==> config.mk <==
export PLATFORM = sky130hd
export DESIGN_NAME = pc_card_socket_status_regs
export DESIGN_NICKNAME = d
export VERILOG_FILES = /design/src/logic/socket_regs_pkg.sv /design/src/logic/pin_sync_if.sv /design/src/logic/pin_synchroniser.sv /design/src/logic/pc_card_socket_status_regs.sv
export SDC_FILE = /design/constraint.sdc
export NUM_CORES = 1
export LEC_CHECK = 0
export BUFFER_PORTS_ARGS = -buffer_cell sky130_fd_sc_hd__buf_4
export CAP_MARGIN = 15
export CORE_MARGIN = 2
export CORE_UTILIZATION = 40
export DETAILED_ROUTE_END_ITERATION = 6
export MAX_ROUTING_LAYER = met4
export PLACE_DENSITY = 0.68
export SLEW_MARGIN = 20
export SYNTH_ARGS = -nofsm -noshare
export SYNTH_HDL_FRONTEND = slang
export SYNTH_SLANG_ARGS = --single-unit
==> constraint.sdc <==
create_clock -name core_clk -period 4.29 [get_ports core_clk]
set_input_delay 0.2145 -clock core_clk [delete_from_list [all_inputs] [get_ports core_clk]]
set_output_delay 0.2145 -clock core_clk [all_outputs]
set_load 0.03 [all_outputs]
==> src/logic/socket_regs_pkg.sv <==
package socket_regs_pkg;

	// ****************************************
	// Register offsets
	// ****************************************
	localparam logic [5:0] ID_REVISION_OFFSET      = 6'h00;
	localparam logic [5:0] INTERFACE_STATUS_OFFSET = 6'h01;
	localparam logic [5:0] POWER_CONTROL_OFFSET    = 6'h02;

	// ****************************************
	// Identification fields
	// ****************************************
	localparam logic [1:0] INTERFACE_TYPE_CODE     = 2'h2;
	localparam logic [1:0] EMULATION_RESET         = 2'h0;
	// Revision reset value is arbitrary
	localparam logic [3:0] REVISION_RESET          = 4'h5;
	localparam logic [3:0] LEGACY_REVISION_CODE    = 4'h2;
	localparam int         ID_TYPE_MSB             = 7;
	localparam int         ID_TYPE_LSB             = 6;
	localparam int         ID_EMU_MSB              = 5;
	localparam int         ID_EMU_LSB              = 4;
	localparam int         ID_REV_MSB              = 3;
	localparam int         ID_REV_LSB              = 0;

	// ****************************************
	// Status fields
	// ****************************************
	localparam int         STAT_POWER_BIT          = 6;
	localparam int         STAT_READY_BIT          = 5;
	localparam int         STAT_WP_BIT             = 4;
	localparam int         STAT_DETECT_TWO_BIT     = 3;
	localparam int         STAT_DETECT_ONE_BIT     = 2;

	// ****************************************
	// Power control fields
	// ****************************************
	localparam logic [7:0] POWER_CONTROL_RESET     = 8'h00;
	localparam int         PWR_GATE_BIT            = 7;
	localparam int         PWR_AUTO_BIT            = 5;
	localparam int         PWR_VCC_EN_BIT          = 4;
	localparam int         PWR_VCC_MSB             = 4;
	localparam int         PWR_VCC_LSB             = 3;
	localparam logic [7:0] PWR_LEGACY_MASK         = 8'hB3;
	localparam logic [7:0] PWR_NATIVE_MASK         = 8'h9B;
	localparam logic [1:0] VCC_OFF                 = 2'h0;
	localparam logic [1:0] VCC_OFF_RESERVED        = 2'h1;

	// ****************************************
	// Socket pin vector positions
	// ****************************************
	localparam int         PIN_COUNT               = 8;
	localparam int         PIN_READY               = 0;
	localparam int         PIN_WP                  = 1;
	localparam int         PIN_DETECT_TWO          = 2;
	localparam int         PIN_DETECT_ONE          = 3;
	localparam int         PIN_BATTERY_TWO         = 4;
	localparam int         PIN_BATTERY_ONE         = 5;
	localparam int         PIN_AUDIO               = 6;
	localparam int         PIN_STATUS_CHANGE       = 7;
	localparam logic [7:0] PIN_RESET_VALUE         = 8'h0C;
	localparam logic [7:0] READ_UNMAPPED           = 8'h00;

endpackage : socket_regs_pkg

==> src/logic/pin_sync_if.sv <==
interface pin_sync_if #(
	parameter int WIDTH = 8
);
	logic [WIDTH-1:0] raw;
	logic [WIDTH-1:0] synced;

	modport owner (output raw, input synced);
	modport sync (input raw, output synced);
endinterface : pin_sync_if

==> src/logic/pin_synchroniser.sv <==
module pin_synchroniser
	import socket_regs_pkg::*;
#(
	parameter logic [7:0] RESET_VALUE = PIN_RESET_VALUE
) (
	input  wire logic core_clk,
	input  wire logic rst_n,
	pin_sync_if.sync  pins
);

	logic [7:0] stage_one_q;
	logic [7:0] stage_two_q;

	// ****************************************
	// Two flop crossing
	// ****************************************
	always_ff @(posedge core_clk) begin
		if (!rst_n) begin
			stage_one_q <= RESET_VALUE;
			stage_two_q <= RESET_VALUE;
		end else begin
			stage_one_q <= pins.raw;
			stage_two_q <= stage_one_q;
		end
	end

	assign pins.synced = stage_two_q;

endmodule : pin_synchroniser

==> src/logic/pc_card_socket_status_regs.sv <==
// Function
// - Identification top bits read fixed type code 10b and ignore writes.
// - Identification writable fields change only while subsystem write permit is set.
// - Writing revision 0010b selects the older legacy register compatibility mode.
// - Identification bits 5 and 4 are plain read/write emulation storage.
// - Interface status bit 7 always reads zero.
// - Status bit 6 shows socket power on, from power control; off at reset.
// - Status bit 5 shows the live card ready line.
// - Status bit 4 shows card write protect, 1 means read-only.
// - Status bit 3 is the inverted second card detect pin.
// - Status bit 2 is the inverted first card detect pin.
// - Memory card: bit 1 second battery detect, bit 0 first.
// - I/O card: bit 1 audio output, bit 0 status change output.
// - Upper two status bits zero after reset; lower six follow the pins.
// - Power control bit 7 gates all card output enables; resets to 00h.
// - A memory window with its protect bit set refuses card writes.
// - Card output gate defaults to 0, writing 1 enables outputs.
module pc_card_socket_status_regs
	import socket_regs_pkg::*;
#(
	parameter int WINDOW_COUNT = 5
) (
	input  wire logic                    core_clk,
	input  wire logic                    rst_n,
	input  wire logic [5:0]              reg_addr,
	input  wire logic                    reg_wr,
	input  wire logic                    reg_rd,
	input  wire logic [7:0]              reg_wdata,
	output      logic [7:0]              reg_rdata,
	input  wire logic                    subsystem_write_permit,
	output      logic                    legacy_mode,
	input  wire logic                    card_ready_pin,
	input  wire logic                    card_write_protect_pin,
	input  wire logic                    detect_two_pin_n,
	input  wire logic                    detect_one_pin_n,
	input  wire logic                    battery_detect_two_pin,
	input  wire logic                    battery_detect_one_pin,
	input  wire logic                    card_audio_pin,
	input  wire logic                    card_status_change_pin,
	input  wire logic                    card_is_io,
	input  wire logic                    card_drive_req,
	output      logic                    card_drive_en,
	output      logic                    socket_power_flag,
	output      logic [7:0]              power_control,
	input  wire logic [WINDOW_COUNT-1:0] mem_window_hit,
	input  wire logic [WINDOW_COUNT-1:0] mem_window_protect,
	input  wire logic                    card_write_req,
	output      logic                    card_write_allow
);

	// ****************************************
	// Declarations
	// ****************************************
	logic [1:0] emulation_q;
	logic [3:0] legacy_revision_field_q;
	logic [7:0] power_q;
	logic [7:0] power_d;
	logic [7:0] power_view;
	logic [7:0] rdata_q;
	logic [7:0] rdata_d;
	logic [7:0] id_value;
	logic [7:0] status_value;
	logic [7:0] pins_now;
	logic       card_write_protect_flag;
	logic       detect_two_flag;
	logic       detect_one_flag;
	logic [1:0] battery_detect_field;
	logic       id_write;
	logic       power_write;
	logic       sel_id;
	logic       sel_status;
	logic       sel_power;
	logic [7:0] pins_raw;
	logic [WINDOW_COUNT-1:0] window_block;

	pin_sync_if #(.WIDTH(PIN_COUNT)) pins ();

	function automatic logic addr_is(input logic [5:0] a, input logic [5:0] off);
		addr_is = (a == off);
	endfunction : addr_is

	function automatic logic [7:0] write_mask(input logic legacy);
		if (legacy) begin
			write_mask = PWR_LEGACY_MASK;
		end else begin
			write_mask = PWR_NATIVE_MASK;
		end
	endfunction : write_mask

	// ****************************************
	// Pin synchronisation
	// ****************************************
	always_comb begin
		pins_raw                    = PIN_RESET_VALUE;
		pins_raw[PIN_READY]         = card_ready_pin;
		pins_raw[PIN_WP]            = card_write_protect_pin;
		pins_raw[PIN_DETECT_TWO]    = detect_two_pin_n;
		pins_raw[PIN_DETECT_ONE]    = detect_one_pin_n;
		pins_raw[PIN_BATTERY_TWO]   = battery_detect_two_pin;
		pins_raw[PIN_BATTERY_ONE]   = battery_detect_one_pin;
		pins_raw[PIN_AUDIO]         = card_audio_pin;
		pins_raw[PIN_STATUS_CHANGE] = card_status_change_pin;
	end

	assign pins.raw = pins_raw;

	pin_synchroniser #(
		.RESET_VALUE (PIN_RESET_VALUE)
	) u_sync (
		.core_clk (core_clk),
		.rst_n    (rst_n),
		.pins     (pins)
	);

	assign pins_now = pins.synced;

	// ****************************************
	// Register select
	// ****************************************
	always_comb begin
		sel_id     = 1'h0;
		sel_status = 1'h0;
		sel_power  = 1'h0;
		if (addr_is(reg_addr, ID_REVISION_OFFSET)) begin
			sel_id = 1'h1;
		end else if (addr_is(reg_addr, INTERFACE_STATUS_OFFSET)) begin
			sel_status = 1'h1;
		end else if (addr_is(reg_addr, POWER_CONTROL_OFFSET)) begin
			sel_power = 1'h1;
		end
	end

	// ****************************************
	// Write decode
	// ****************************************
	// Permit gates identification writes only; power control writes are not gated
	assign id_write    = reg_wr && subsystem_write_permit && sel_id;
	assign power_write = reg_wr && sel_power;

	// ****************************************
	// Identification register
	// ****************************************
	// Emulation storage bits
	always_ff @(posedge core_clk) begin
		if (!rst_n) begin
			emulation_q <= EMULATION_RESET;
		end else if (id_write) begin
			emulation_q <= reg_wdata[ID_EMU_MSB:ID_EMU_LSB];
		end
	end

	always_ff @(posedge core_clk) begin
		if (!rst_n) begin
			legacy_revision_field_q <= REVISION_RESET;
		end else if (id_write) begin
			legacy_revision_field_q <= reg_wdata[ID_REV_MSB:ID_REV_LSB];
		end
	end

	assign legacy_mode = (legacy_revision_field_q == LEGACY_REVISION_CODE);

	always_comb begin
		id_value                          = 8'h00;
		id_value[ID_TYPE_MSB:ID_TYPE_LSB] = INTERFACE_TYPE_CODE;
		id_value[ID_EMU_MSB:ID_EMU_LSB]   = emulation_q;
		id_value[ID_REV_MSB:ID_REV_LSB]   = legacy_revision_field_q;
	end

	// ****************************************
	// Power control register
	// ****************************************
	always_comb begin
		power_d = power_q;
		if (power_write) begin
			power_d = reg_wdata & write_mask(legacy_mode);
		end
	end

	always_ff @(posedge core_clk) begin
		if (!rst_n) begin
			power_q <= POWER_CONTROL_RESET;
		end else begin
			power_q <= power_d;
		end
	end

	// Reserved bits of the active layout read as zero
	assign power_view    = power_q & write_mask(legacy_mode);
	assign power_control = power_view;

	always_comb begin
		if (legacy_mode) begin
			socket_power_flag = power_view[PWR_VCC_EN_BIT];
		end else begin
			socket_power_flag = (power_view[PWR_VCC_MSB:PWR_VCC_LSB] != VCC_OFF) &&
			                    (power_view[PWR_VCC_MSB:PWR_VCC_LSB] != VCC_OFF_RESERVED);
		end
	end

	assign card_drive_en = card_drive_req && power_view[PWR_GATE_BIT];

	// ****************************************
	// Window write protection
	// ****************************************
	genvar w;
	generate
		for (w = 0; w < WINDOW_COUNT; w++) begin : g_window
			assign window_block[w] = mem_window_hit[w] && mem_window_protect[w];
		end
	endgenerate

	assign card_write_allow = card_write_req && !(|window_block);

	// ****************************************
	// Interface status
	// ****************************************
	// Write protect
	assign card_write_protect_flag = pins_now[PIN_WP];
	assign detect_two_flag = !pins_now[PIN_DETECT_TWO];
	assign detect_one_flag = !pins_now[PIN_DETECT_ONE];

	always_comb begin
		if (card_is_io) begin
			battery_detect_field = {pins_now[PIN_AUDIO], pins_now[PIN_STATUS_CHANGE]};
		end else begin
			battery_detect_field = {pins_now[PIN_BATTERY_TWO], pins_now[PIN_BATTERY_ONE]};
		end
	end

	always_comb begin
		status_value                      = 8'h00;
		status_value[STAT_POWER_BIT]      = socket_power_flag;
		status_value[STAT_READY_BIT]      = pins_now[PIN_READY];
		status_value[STAT_WP_BIT]         = card_write_protect_flag;
		status_value[STAT_DETECT_TWO_BIT] = detect_two_flag;
		status_value[STAT_DETECT_ONE_BIT] = detect_one_flag;
		status_value[1:0]                 = battery_detect_field;
	end

	// ****************************************
	// Read data
	// ****************************************
	always_comb begin
		rdata_d = rdata_q;
		if (reg_rd) begin
			if (sel_id) begin
				rdata_d = id_value;
			end else if (sel_status) begin
				rdata_d = status_value;
			end else if (sel_power) begin
				rdata_d = power_view;
			end else begin
				rdata_d = READ_UNMAPPED;
			end
		end
	end

	always_ff @(posedge core_clk) begin
		if (!rst_n) begin
			rdata_q <= READ_UNMAPPED;
		end else begin
			rdata_q <= rdata_d;
		end
	end

	assign reg_rdata = rdata_q;

endmodule : pc_card_socket_status_regs

### Yosys cells after proc, flatten, opt, wreduce, memory -nomap -nowiden

Cells that the tools add are included.

* register bits: 38

* bitwise gates (word level): 2
* muxes and demuxes: 13
* eq/ne operators: 4
* reduce and logical (&&, ||, !) cells: 17

Operator list (count)
* 8-bit two-way mux: 4
* 8-bit AND: 2
* 1-bit logical AND: 11
* 1-bit two-way mux: 7
* 6-bit by 1-bit == test with 1-bit output, second input constant: 1
* 6-bit by 2-bit == test with 1-bit output, second input constant: 1
* 6-bit zero test: 1
* 6-bit two-way mux: 1
* 5-bit OR reduction: 1
* 4-bit by 2-bit == test with 1-bit output, second input constant: 1
* 1-bit zero test: 3
* 2-bit two-way mux: 1
* 2-bit by 1-bit inequality test with 1-bit output, second input constant: 1
* 2-bit nonzero test: 1

### Longest topological paths before layout

Gate-level depths: netlist of the first run.

* word-level depth: 8
* gate-level depth with buffers: 4
* depth with buffers taken out: 3

### Hierarchy

A second synthesis of the first run with hierarchy kept.

* cells, all modules: 166
* area, all modules: 1600.3 um2

By module, submodules not included
* pc_card_socket_status_regs: area an instance 1157.4 um2, times used 1, seq. area each 400.4 um2, cells an instance 133
* pin_synchroniser: area an instance 442.9 um2, times used 1, seq. area each 320.3 um2, cells an instance 33

### Least setup slack after synthesis of the first run

Ideal clock, no wire load.

* path type: register -> output
* start point: register legacy_revision_field_q[2]
* end point: output power_control[3]
* path buffers: 0
* path slack: 1.880 ns
* cell stages (with the launch flop): 3
* data arrival time: 2.195 ns
* cells stage by stage: dfxtp_1 -> nor4b_1 -> nor2b_1

* cells in the longest elaborated chain, start to end: 3

RTL lines
* start: declaration: line pc_card_socket_status_regs.sv:55 `logic [3:0] legacy_revision_field_q;`
* start signal: assignment: line pc_card_socket_status_regs.sv:156 `legacy_revision_field_q <= reg_wdata[ID_REV_MSB:ID_REV_LSB];`
* 4-bit by 2-bit == test with 1-bit output: line pc_card_socket_status_regs.sv:160 `assign legacy_mode = (legacy_revision_field_q == LEGACY_REVISION_CODE);`
* named net legacy_mode: line pc_card_socket_status_regs.sv:31 `output logic legacy_mode,`
* 6-bit two-way mux: line pc_card_socket_status_regs.sv:83 `if (legacy) begin`
* 8-bit AND: line pc_card_socket_status_regs.sv:188 `assign power_view = power_q & write_mask(legacy_mode);`
* end: declaration: line pc_card_socket_status_regs.sv:44 `output logic [7:0] power_control,`

The timed path passes the listed nets, and every way through them passes these cells.

### Final worst setup path of the first run

* start point: register legacy_revision_field_q[2]
* end point: output power_control[5]

* cells in the longest elaborated chain, start to end: 3

RTL lines (line)
* 4-bit by 2-bit == test with 1-bit output: pc_card_socket_status_regs.sv:160
* 6-bit two-way mux: pc_card_socket_status_regs.sv:83
* 8-bit AND: pc_card_socket_status_regs.sv:188

Every way passes these cells.

==> impl_metrics.yaml, run 1 <==
placed_design:
  dp_slack_ps: 2330
  routabilityCongestion: 0.850
  dpl_cell_area_um2: 1910
  dp.cells: 252
  dp_hpwl_um: 2510
  port_buffers: 56
global_routing:
  grt_max_degree: 31
  grt_pass1_wl_um: 5550
  gr-total-overflow: 0
  antenna_found_initial: 0
  grt_pass1_vias: 1216
  track_usage_pct: 17.0
sta:
  fin_skew_ps: 5.10
  rsz0062_at_grt: "no"
  holdWs_ps: 107
  finalCriticalPeriod_ps: 2060
  period_share_pct: 48.0
  worst_pin_slew_ps: 964
  slew_headroom_pct: 34.8
  maxSlewViolCount: 0
  setup_viol: 0
  fin_tns_setup_ps: 0
  setup_slack_ps: 2230
  hold_viol: 0
  fmax_ghz: 0.485
layout:
  final_nets: 251
  ff_latch_area_um2: 721
  drive_above_1_share_pct: 32.1
  fin_area_um2: 2000
  final_util_pct: 55.2
  multiInputGateArea_um2: 692
  syn_to_final_growth_pct: 32.7
  final_cells: 260
  diodes: 0
  fillers: 346
floorplanning:
  die_area_um2: 4280
  die_y_um: 65.4
  die_w_um: 65.4
  boundaryPins: 60
  core_um2: 3630
  placementRows: 22
  floorplan.initialDensity_pct: 41.6
worst_setup_path:
  critPathMaxStageDelay_ps: 850
  crit_type: "flop to output port"
  r2r-start: "legacy_revision_field_q[2]"
  worstSetupEndpoint: "power_control[5]"
  startpoint: "legacy_revision_field_q[2]"
  rrSetupSlack_ps: 2650
  worstPathArrival_ps: 1850
  worst_path_max_delay_cell: "nor4b_1"
  worst_ep_required_time_ps: 4080
  path_cells: "nor4b_1 -> and2_1 -> buf_4"
  path_max_fanout: 7
  endpoint_kind: "output port"
  worst_setup_path_start_kind: "flop"
  reg2reg_depth: 3
  rr_endpoint: "reg_rdata[3]"
power:
  ir_drop_mv: 0.184
  total_power_uw: 653
  p_per_area_nw_per_um2: 326
  leakage_nw: 0.814
routing:
  dr.pass1.iters: 4
  drc_errors: 0
  avgViaCountPerCell: 4.95
  drt_iter0_markers: 87
  vias: 1288
  wl_per_cell_um: 12.9
  drtAntennaViolNets: 0
  routed_wl_um: 3340
yosys:
  yosysSeqAreaShare_pct: 47.7
  avgSynthCellArea_um2: 9.27
  ys_seq_elements: 36
  synthCells: 163
  syn_area_um2: 1510
  synthDistinctLibCells: 32
  ys_warn_count: 0
clocking:
  cts.clk_slew.worst_paths_ps: 70
  clockBufferDepth: 2
  clk-insertion-delay-late_ps: 280
  cts_resized: 0
  cts_tree: "yes"
  htree_levels: 2
  cts_root_buf: "clkbuf_8"
  ctsHoldBuffers: 0
  cts_made_buffers: 5
  clock-sinks: 36
  cts_setup_buffers: 0
flow_run:
  maxCapViolCount: 0
min_path:
  min_path_type: "input port to flop"
run_status:
  status: "finished, final reports clean"
[placed cells by master (no fill, tap or decap), types with 6 or more instances in the layout]
| master | instances |
|---|---|
| buf_4 | 57 |
| a21oi_1 | 9 |
| nor2_1 | 6 |
| nand2_1 | 10 |
| nor2b_1 | 6 |
| mux2i_1 | 9 |
| o21ai_0 | 10 |
| dfxtp_1 | 36 |
| nand3_1 | 7 |
| and2_1 | 14 |
| nand2b_1 | 7 |
[state kept, by name (all words and copies together) (netlist names)]
name                     cells
u_sync.stage_one_q           8
emulation_q                  2
legacy_revision_field_q      4
power_q                      6
reg_rdata                    8
u_sync.pins.synced           8
[power breakdown]
group	switching [mW]	leakage, nW	total, mW	internal, mW
Sequential	0.00262	0.294	0.346	0.343
Clock	0.121	0.0404	0.236	0.115
Combinational	0.0354	0.479	0.0710	0.0356
Total	0.159	0.814	0.653	0.494
[how the worst min path moves through the flow]
stage	from	to	slack, ps	cells after the start
floorplan	detect_two_pin_n	u_sync.stage_one_q[2]	320	1
global placement	u_sync.stage_one_q[3]	u_sync.pins.synced[3]	400	1
detailed placement	u_sync.stage_one_q[3]	u_sync.pins.synced[3]	400	1
CTS	detect_two_pin_n	u_sync.stage_one_q[2]	100	2
global route	detect_one_pin_n	u_sync.stage_one_q[3]	120	2
finish	detect_two_pin_n	u_sync.stage_one_q[2]	110	2
[cell usage after synthesis]
library cell,instances,area (um2)
buf_4,6,45.0
and3b_1,1,8.76
buf_6,1,11.3
conb_1,1,3.75
inv_1,3,11.3
nor4_4,1,21.3
o22ai_1,1,6.26
o21ai_0,10,50.1
a31oi_1,5,31.3
a41oi_1,1,8.76
nand4b_1,1,8.76
a221oi_1,1,8.76
nand2_1,10,37.5
mux2_2,1,11.3
nor2b_1,6,37.5
nand4_1,5,31.3
dfxtp_1,36,721
o2111ai_1,2,17.5
a21oi_1,9,45.0
nor2_1,6,22.5
nand3b_1,2,15.0
or4_1,2,15.0
a22oi_1,1,7.51
mux2i_1,9,90.1
and2_1,14,87.6
nor4b_1,1,8.76
a2111o_1,2,22.5
nand2b_1,7,43.8
nand3_1,7,35.0
clkbuf_1,8,30.0
buf_2,2,10.0
nor4_1,1,6.26
[cells by family (layout without fill, tap and decap cells)]
kind of cell           Yosys count  after routing  share of synthesized area (%)
other                            1              2                          0.248
DFF                             36             36                           47.7
and+or+nand+nor                 64             64                           25.1
buffers and inverters           20             68                           7.12
muxes                           10             10                           6.71
AOI/OAI and AO/OA               32             32                           13.1
[final cells by class]
class	instances	area share, %
Timing Repair Buffer	57	21.3
Sequential cell	36	36.0
Clock buffer	5	3.43
Inverter	3	0.562
Multi-Input combinational cell	108	34.5
Tap cell	48	3.00
Clock inverter	3	1.19
[worst max-delay path: cells and delay by family (launching register included)]
family / cells / cell delay (ps)
buffers and inverters: 1 / 160
DFF: 1 / 330
and+or+nand+nor: 2 / 1080
[routing by layer]
layer	track usage [%]	wire [um]	part of all wire (%)
met1	21.6	1480	44
met2	26.7	1700	51
met3	4.97	149	4.5
met4	4.69	16	0.48
met5	-	0	0
Power figures use the tool's default switching activity.
==> run 2: changes to the inputs <==
Settings changed: ABC_AREA from default to 1, PLACE_DENSITY 0.68 to 0.7.
Clock period 4.29 ns to 1.8 ns, I/O delays scaled along.
==> run 2 against run 1 <==
First-iteration DRC count fell by 20%. Final area rose by 6.9%. Clock-buffer cell count rose by 2. Cell count rose by 24%. Worst setup slack got worse by 1800 ps. Critical path depth rose by 2. Non-clock buffer count rose by 7. Power rose to 2.7 times the previous value. Area after synthesis rose by 0.75%. Synthesized cell count rose by 31%. Die area rose by 0.70%. Combinational power rose to 2.9 times the previous value. Critical endpoint unchanged. Highest routed layer unchanged.
==> impl_metrics.yaml, run 2 <==
clocking:
  ctsHoldBuffers: 8
  clk-insertion-delay-late_ps: 280
  clock-sinks: 36
  htree_levels: 2
  cts.clk_slew.worst_paths_ps: 70
  cts_tree: "yes"
  clockBufferDepth: 2
  cts_made_buffers: 5
  cts_setup_buffers: 0
  cts_resized: 0
  cts_root_buf: "clkbuf_8"
layout:
  ff_latch_area_um2: 721
  fillers: 356
  multiInputGateArea_um2: 623
  final_nets: 314
  drive_above_1_share_pct: 28.0
  syn_to_final_growth_pct: 40.9
  final_cells: 323
  diodes: 0
  final_common_cell: "buf_4"
  mostFrequentLayoutCells: "56 x buf_4, 53 x nand2_1, 36 x dfxtp_1, 34 x nor2_1, 26 x inv_1"
power:
  leakage_nw: 1.15
  ir_drop_mv: 0.611
  p_per_area_nw_per_um2: 835
placed_design:
  port_buffers: 56
  dp_hpwl_um: 2220
  routabilityCongestion: 0.863
  dp.cells: 307
yosys:
  yosysMostFrequentCell: "nand2_1"
  yosys.area.top_type: "dfxtp_1"
  synthDistinctLibCells: 21
  ys_warn_count: 0
  synth_top_cell_area_share_pct: 47.4
  ys_seq_elements: 36
  synth_top_cells_by_count: "53 x nand2_1, 36 x dfxtp_1, 34 x nor2_1"
  synth_area_leaders: "dfxtp_1 47%, nand2_1 13%, nor2_1 8.4%, inv_1 6.4%, o21ai_1 3.6%"
  synthFlopType: "dfxtp_1"
  synthCells: 214
  yosysSeqAreaShare_pct: 47.4
  avgSynthCellArea_um2: 7.11
  async_flop_share_pct: 0
  synth-edff-count: 0
  syn_area_um2: 1520
sta:
  period_share_pct: 74.0
  holdWs_ps: 18.1
  hold_viol: 0
  fmax_ghz: 0.751
  finalCriticalPeriod_ps: 1330
  rsz0062_at_grt: "no"
  fin_tns_setup_ps: 0
  fin_skew_ps: 5.76
  setup_viol: 0
  maxSlewViolCount: 0
worst_setup_path:
  worstPathArrival_ps: 1240
  rrSetupSlack_ps: 730
  worst_setup_path_start_kind: "flop"
  rr_endpoint: "reg_rdata[5]"
  worst_ep_required_time_ps: 1710
  crit_type: "flop to output port"
  r2r-start: "legacy_revision_field_q[1]"
  endpoint_kind: "output port"
  path_max_fanout: 4
  reg2reg_depth: 8
routing:
  avgViaCountPerCell: 4.39
  dr.pass1.iters: 4
  vias: 1417
  drt_iter0_markers: 70
  routed_wl_um: 3090
  drtAntennaViolNets: 0
  drc_errors: 0
  wl_per_cell_um: 9.57
global_routing:
  grt_pass1_wl_um: 5230
  grt_pass1_vias: 1219
  gr-total-overflow: 0
  grt_max_degree: 37
  antenna_found_initial: 0
  track_usage_pct: 16.5
floorplanning:
  placementRows: 22
  boundaryPins: 60
  core_um2: 3660
  die_w_um: 65.7
  die_y_um: 65.7
  floorplan.initialDensity_pct: 41.6
  die_area_um2: 4310
min_path:
  min_path_type: "input port to flop"
  worstHoldEndpoint: "legacy_revision_field_q[2]"
  hold_path_depth: 3
  hp-start: "reg_wdata[2]"
run_status:
  status: "finished, final reports clean"
flow_run:
  maxCapViolCount: 0
-- run 2: kinds of logic after synthesis --
| logic type | count (synthesis) | synth area share [%] |
|---|---|---|
| buffers and inverters | 42 | 11.9 |
| other | 1 | 0.246 |
| AOI/OAI and AO/OA | 26 | 8.72 |
| DFF | 36 | 47.4 |
| and+or+nand+nor | 109 | 31.7 |
-- run 2: metal layers --
metal | vias up | routed length [um] | track usage [%]
met5 | - | 0 | -
met4 | 0 | 58 | 7.03
met3 | 6 | 187 | 5.48
met2 | 34 | 1470 | 25.1
met1 | 614 | 1370 | 19.9
li1 | 763 | - | -
-- run 2: cell type report --
| type | instances | share of cell area [%] |
|---|---|---|
| clock buffer | 7 | 4.50 |
| clock inverter | 1 | 1.40 |
| inverter | 30 | 5.25 |
| multi-input combinational | 137 | 29.1 |
| sequential | 36 | 33.6 |
| tap | 48 | 2.80 |
| timing repair buffer | 64 | 23.4 |
-- run 2: worst max path at each step --
stage,from,to,slack [ps],depth (start not counted)
after detailed placement,reg_addr[3],legacy_revision_field_q[3],660,7
after floorplan,legacy_revision_field_q[1],reg_rdata[5],520,8
after global placement,reg_addr[3],legacy_revision_field_q[3],670,7
final,legacy_revision_field_q[1],power_control[5],470,5
after global routing,legacy_revision_field_q[1],power_control[5],390,5
after CTS,legacy_revision_field_q[1],power_control[5],470,5
-- run 2: where the power goes --
group / leakage [nW] / switching (mW) / internal (mW)
clock: 0.0645 / 0.265 / 0.488
combinational: 0.794 / 0.101 / 0.102
sequential: 0.295 / 0.00952 / 0.824
total: 1.15 / 0.376 / 1.41
-- run 2: worst max-delay path: stages, from the launching register on --
cell and delay, ps:
dfxtp_1 360, inv_1 50, nor2_1 90, nand2_1 100
nor2_1 170, buf_4 190
-- run 2: per-stage QoR --
stage	util [%]	instance area [um2]	power [mW]	setup slack, ps
6_report	58.5	2140	1.79	468
5_1_grt	58.5	2140	1.87	391
4_1_cts	58.5	2140	1.80	472
3_5_place_dp	52.9	1940	1.04	660
3_3_place_gp	52.9	1940	1.04	668
2_1_floorplan	-	1530	0.947	515
==> run 3: changes to the inputs <==
Clock period 1.8 ns to 1.15 ns, I/O delays scaled along.
==> run 3 against run 2 <==
The run now ends with setup timing left. Combinational power up 62%. Worst setup slack worse by 500 ps. Power up 57%. Sequential power up 56%. Critical path depth up 1. Largest cell class unchanged. Highest routed layer unchanged.
==> impl_metrics.yaml, run 3 (synthesis gave the netlist of run 2 again) <==
run_status:
  status: "complete, but fails checks"
  violations: "setup timing"
layout:
  final_common_cell: "buf_4"
  mostFrequentLayoutCells: "56 x buf_4, 51 x nand2_1, 35 x dfxtp_1, 32 x nor2_1, 24 x inv_1"
  final_util_pct: 60.7
  final_cells: 329
  diodes: 0
  fin_area_um2: 2220
  fillers: 328
  multiInputGateArea_um2: 638
  final_nets: 320
  syn_to_final_growth_pct: 46.1
  drive_above_1_share_pct: 31.0
  ff_latch_area_um2: 722
clocking:
  clockBufferDepth: 2
  cts_root_buf: "clkbuf_8"
  htree_levels: 2
  cts.clk_slew.worst_paths_ps: 70
  cts_setup_buffers: 0
  cts_made_buffers: 5
  clock-sinks: 36
  clk-insertion-delay-late_ps: 280
  cts_tree: "yes"
power:
  ir_drop_mv: 0.946
  p_per_area_nw_per_um2: 1260
  total_power_mw: 2.80
  leakage_nw: 1.19
flow_run:
  maxCapViolCount: 0
worst_setup_path:
  rr_endpoint: "reg_rdata[3]"
  worstPathArrival_ps: 1120
  rrSetupSlack_ps: 140
  reg2reg_depth: 7
  path_max_fanout: 4
  endpoint_kind: "output port"
  crit_type: "flop to output port"
  r2r-start: "legacy_revision_field_q[1]"
  worst_ep_required_time_ps: 1090
  worst_setup_path_start_kind: "flop"
sta:
  fmax_ghz: 0.847
  finalCriticalPeriod_ps: 1180
  period_share_pct: 103
  rsz0062_at_grt: "yes"
  fin_skew_ps: 5.90
  setup_viol: 2
  hold_viol: 0
  maxSlewViolCount: 0
  setup_slack_ps: -30.8
  fin_tns_setup_ps: -33.1
min_path:
  hp-start: "reg_wdata[1]"
  hold_path_depth: 3
  worstHoldEndpoint: "power_q[1]"
  min_path_type: "input port to flop"
floorplanning:
  placementRows: 22
  die_area_um2: 4310
  boundaryPins: 60
  die_y_um: 65.7
  core_um2: 3660
  floorplan.initialDensity_pct: 41.6
  die_w_um: 65.7
routing:
  avgViaCountPerCell: 4.36
  vias: 1434
  dr.pass1.iters: 4
  drt_iter0_markers: 30
  drc_errors: 0
  routed_wl_um: 3200
  wl_per_cell_um: 9.72
  drtAntennaViolNets: 0
placed_design:
  dp.cells: 310
  routabilityCongestion: 0.871
  dp_hpwl_um: 2310
  dpl_cell_area_um2: 1960
  port_buffers: 56
global_routing:
  track_usage_pct: 16.8
  gr-total-overflow: 0
  grt_pass1_wl_um: 5370
  antenna_found_initial: 0
  grt_pass1_vias: 1303
  grt_max_degree: 37
## run 3: final cells by class
cell class	count	share of cell area, %
clock buffers	7	4.33
clock inverters	1	1.35
multi-input cells	137	28.7
inverters	30	5.06
well taps	48	2.70
repair buffers	70	25.4
flip-flops and latches	36	32.5
## run 3: worst max path at each step
stage	from	to	slack (ps)
floorplan	legacy_revision_field_q[1]	reg_rdata[5]	20
global placement	legacy_revision_field_q[1]	reg_rdata[3]	130
detailed placement	legacy_revision_field_q[1]	reg_rdata[3]	80
CTS	legacy_revision_field_q[1]	power_control[5]	-60
global route	legacy_revision_field_q[1]	power_control[3]	-80
finish	legacy_revision_field_q[1]	power_control[3]	-30
## run 3: metal layers
layer | GRT usage, % | wire length [um] | vias up
met5 | - | 0 | -
met4 | 9.11 | 74 | 0
met3 | 4.28 | 214 | 6
met2 | 26.6 | 1500 | 38
met1 | 19.3 | 1410 | 618
li1 | - | - | 772
## run 3: worst max-delay path, stage by stage, from the launching register on
cell,delay [ps]
dfxtp_2,350
inv_2,40
nor2_2,80
nand2_2,100
nand2_2,110
inv_2,40
buf_6,130
## run 3: per-stage QoR
step | hold slack, ps | setup WS [ps]
after global routing | 11.9 | -80.2
after CTS | 3.19 | -60.5
after floorplan | 142 | 22.6
final | 5.07 | -30.8
after global placement | 229 | 133
after detailed placement | 230 | 84.8
## run 3: power breakdown
group / switching, mW / internal [mW] / leakage [nW]
clock: 0.405 / 0.764 / 0.0645
sequential: 0.0154 / 1.29 / 0.296
combinational: 0.162 / 0.166 / 0.826
## run 3: what timing repair did
| item | 4_1_cts | 5_1_grt |
|---|---|---|
| hold buffers | 11 | 0 |
| endpoints found under the setup margin | 3 | 3 |
| pin swaps | 0 | 2 |
| resized for setup | 6 | 4 |
| hold endpoints to repair | 11 | 0 |
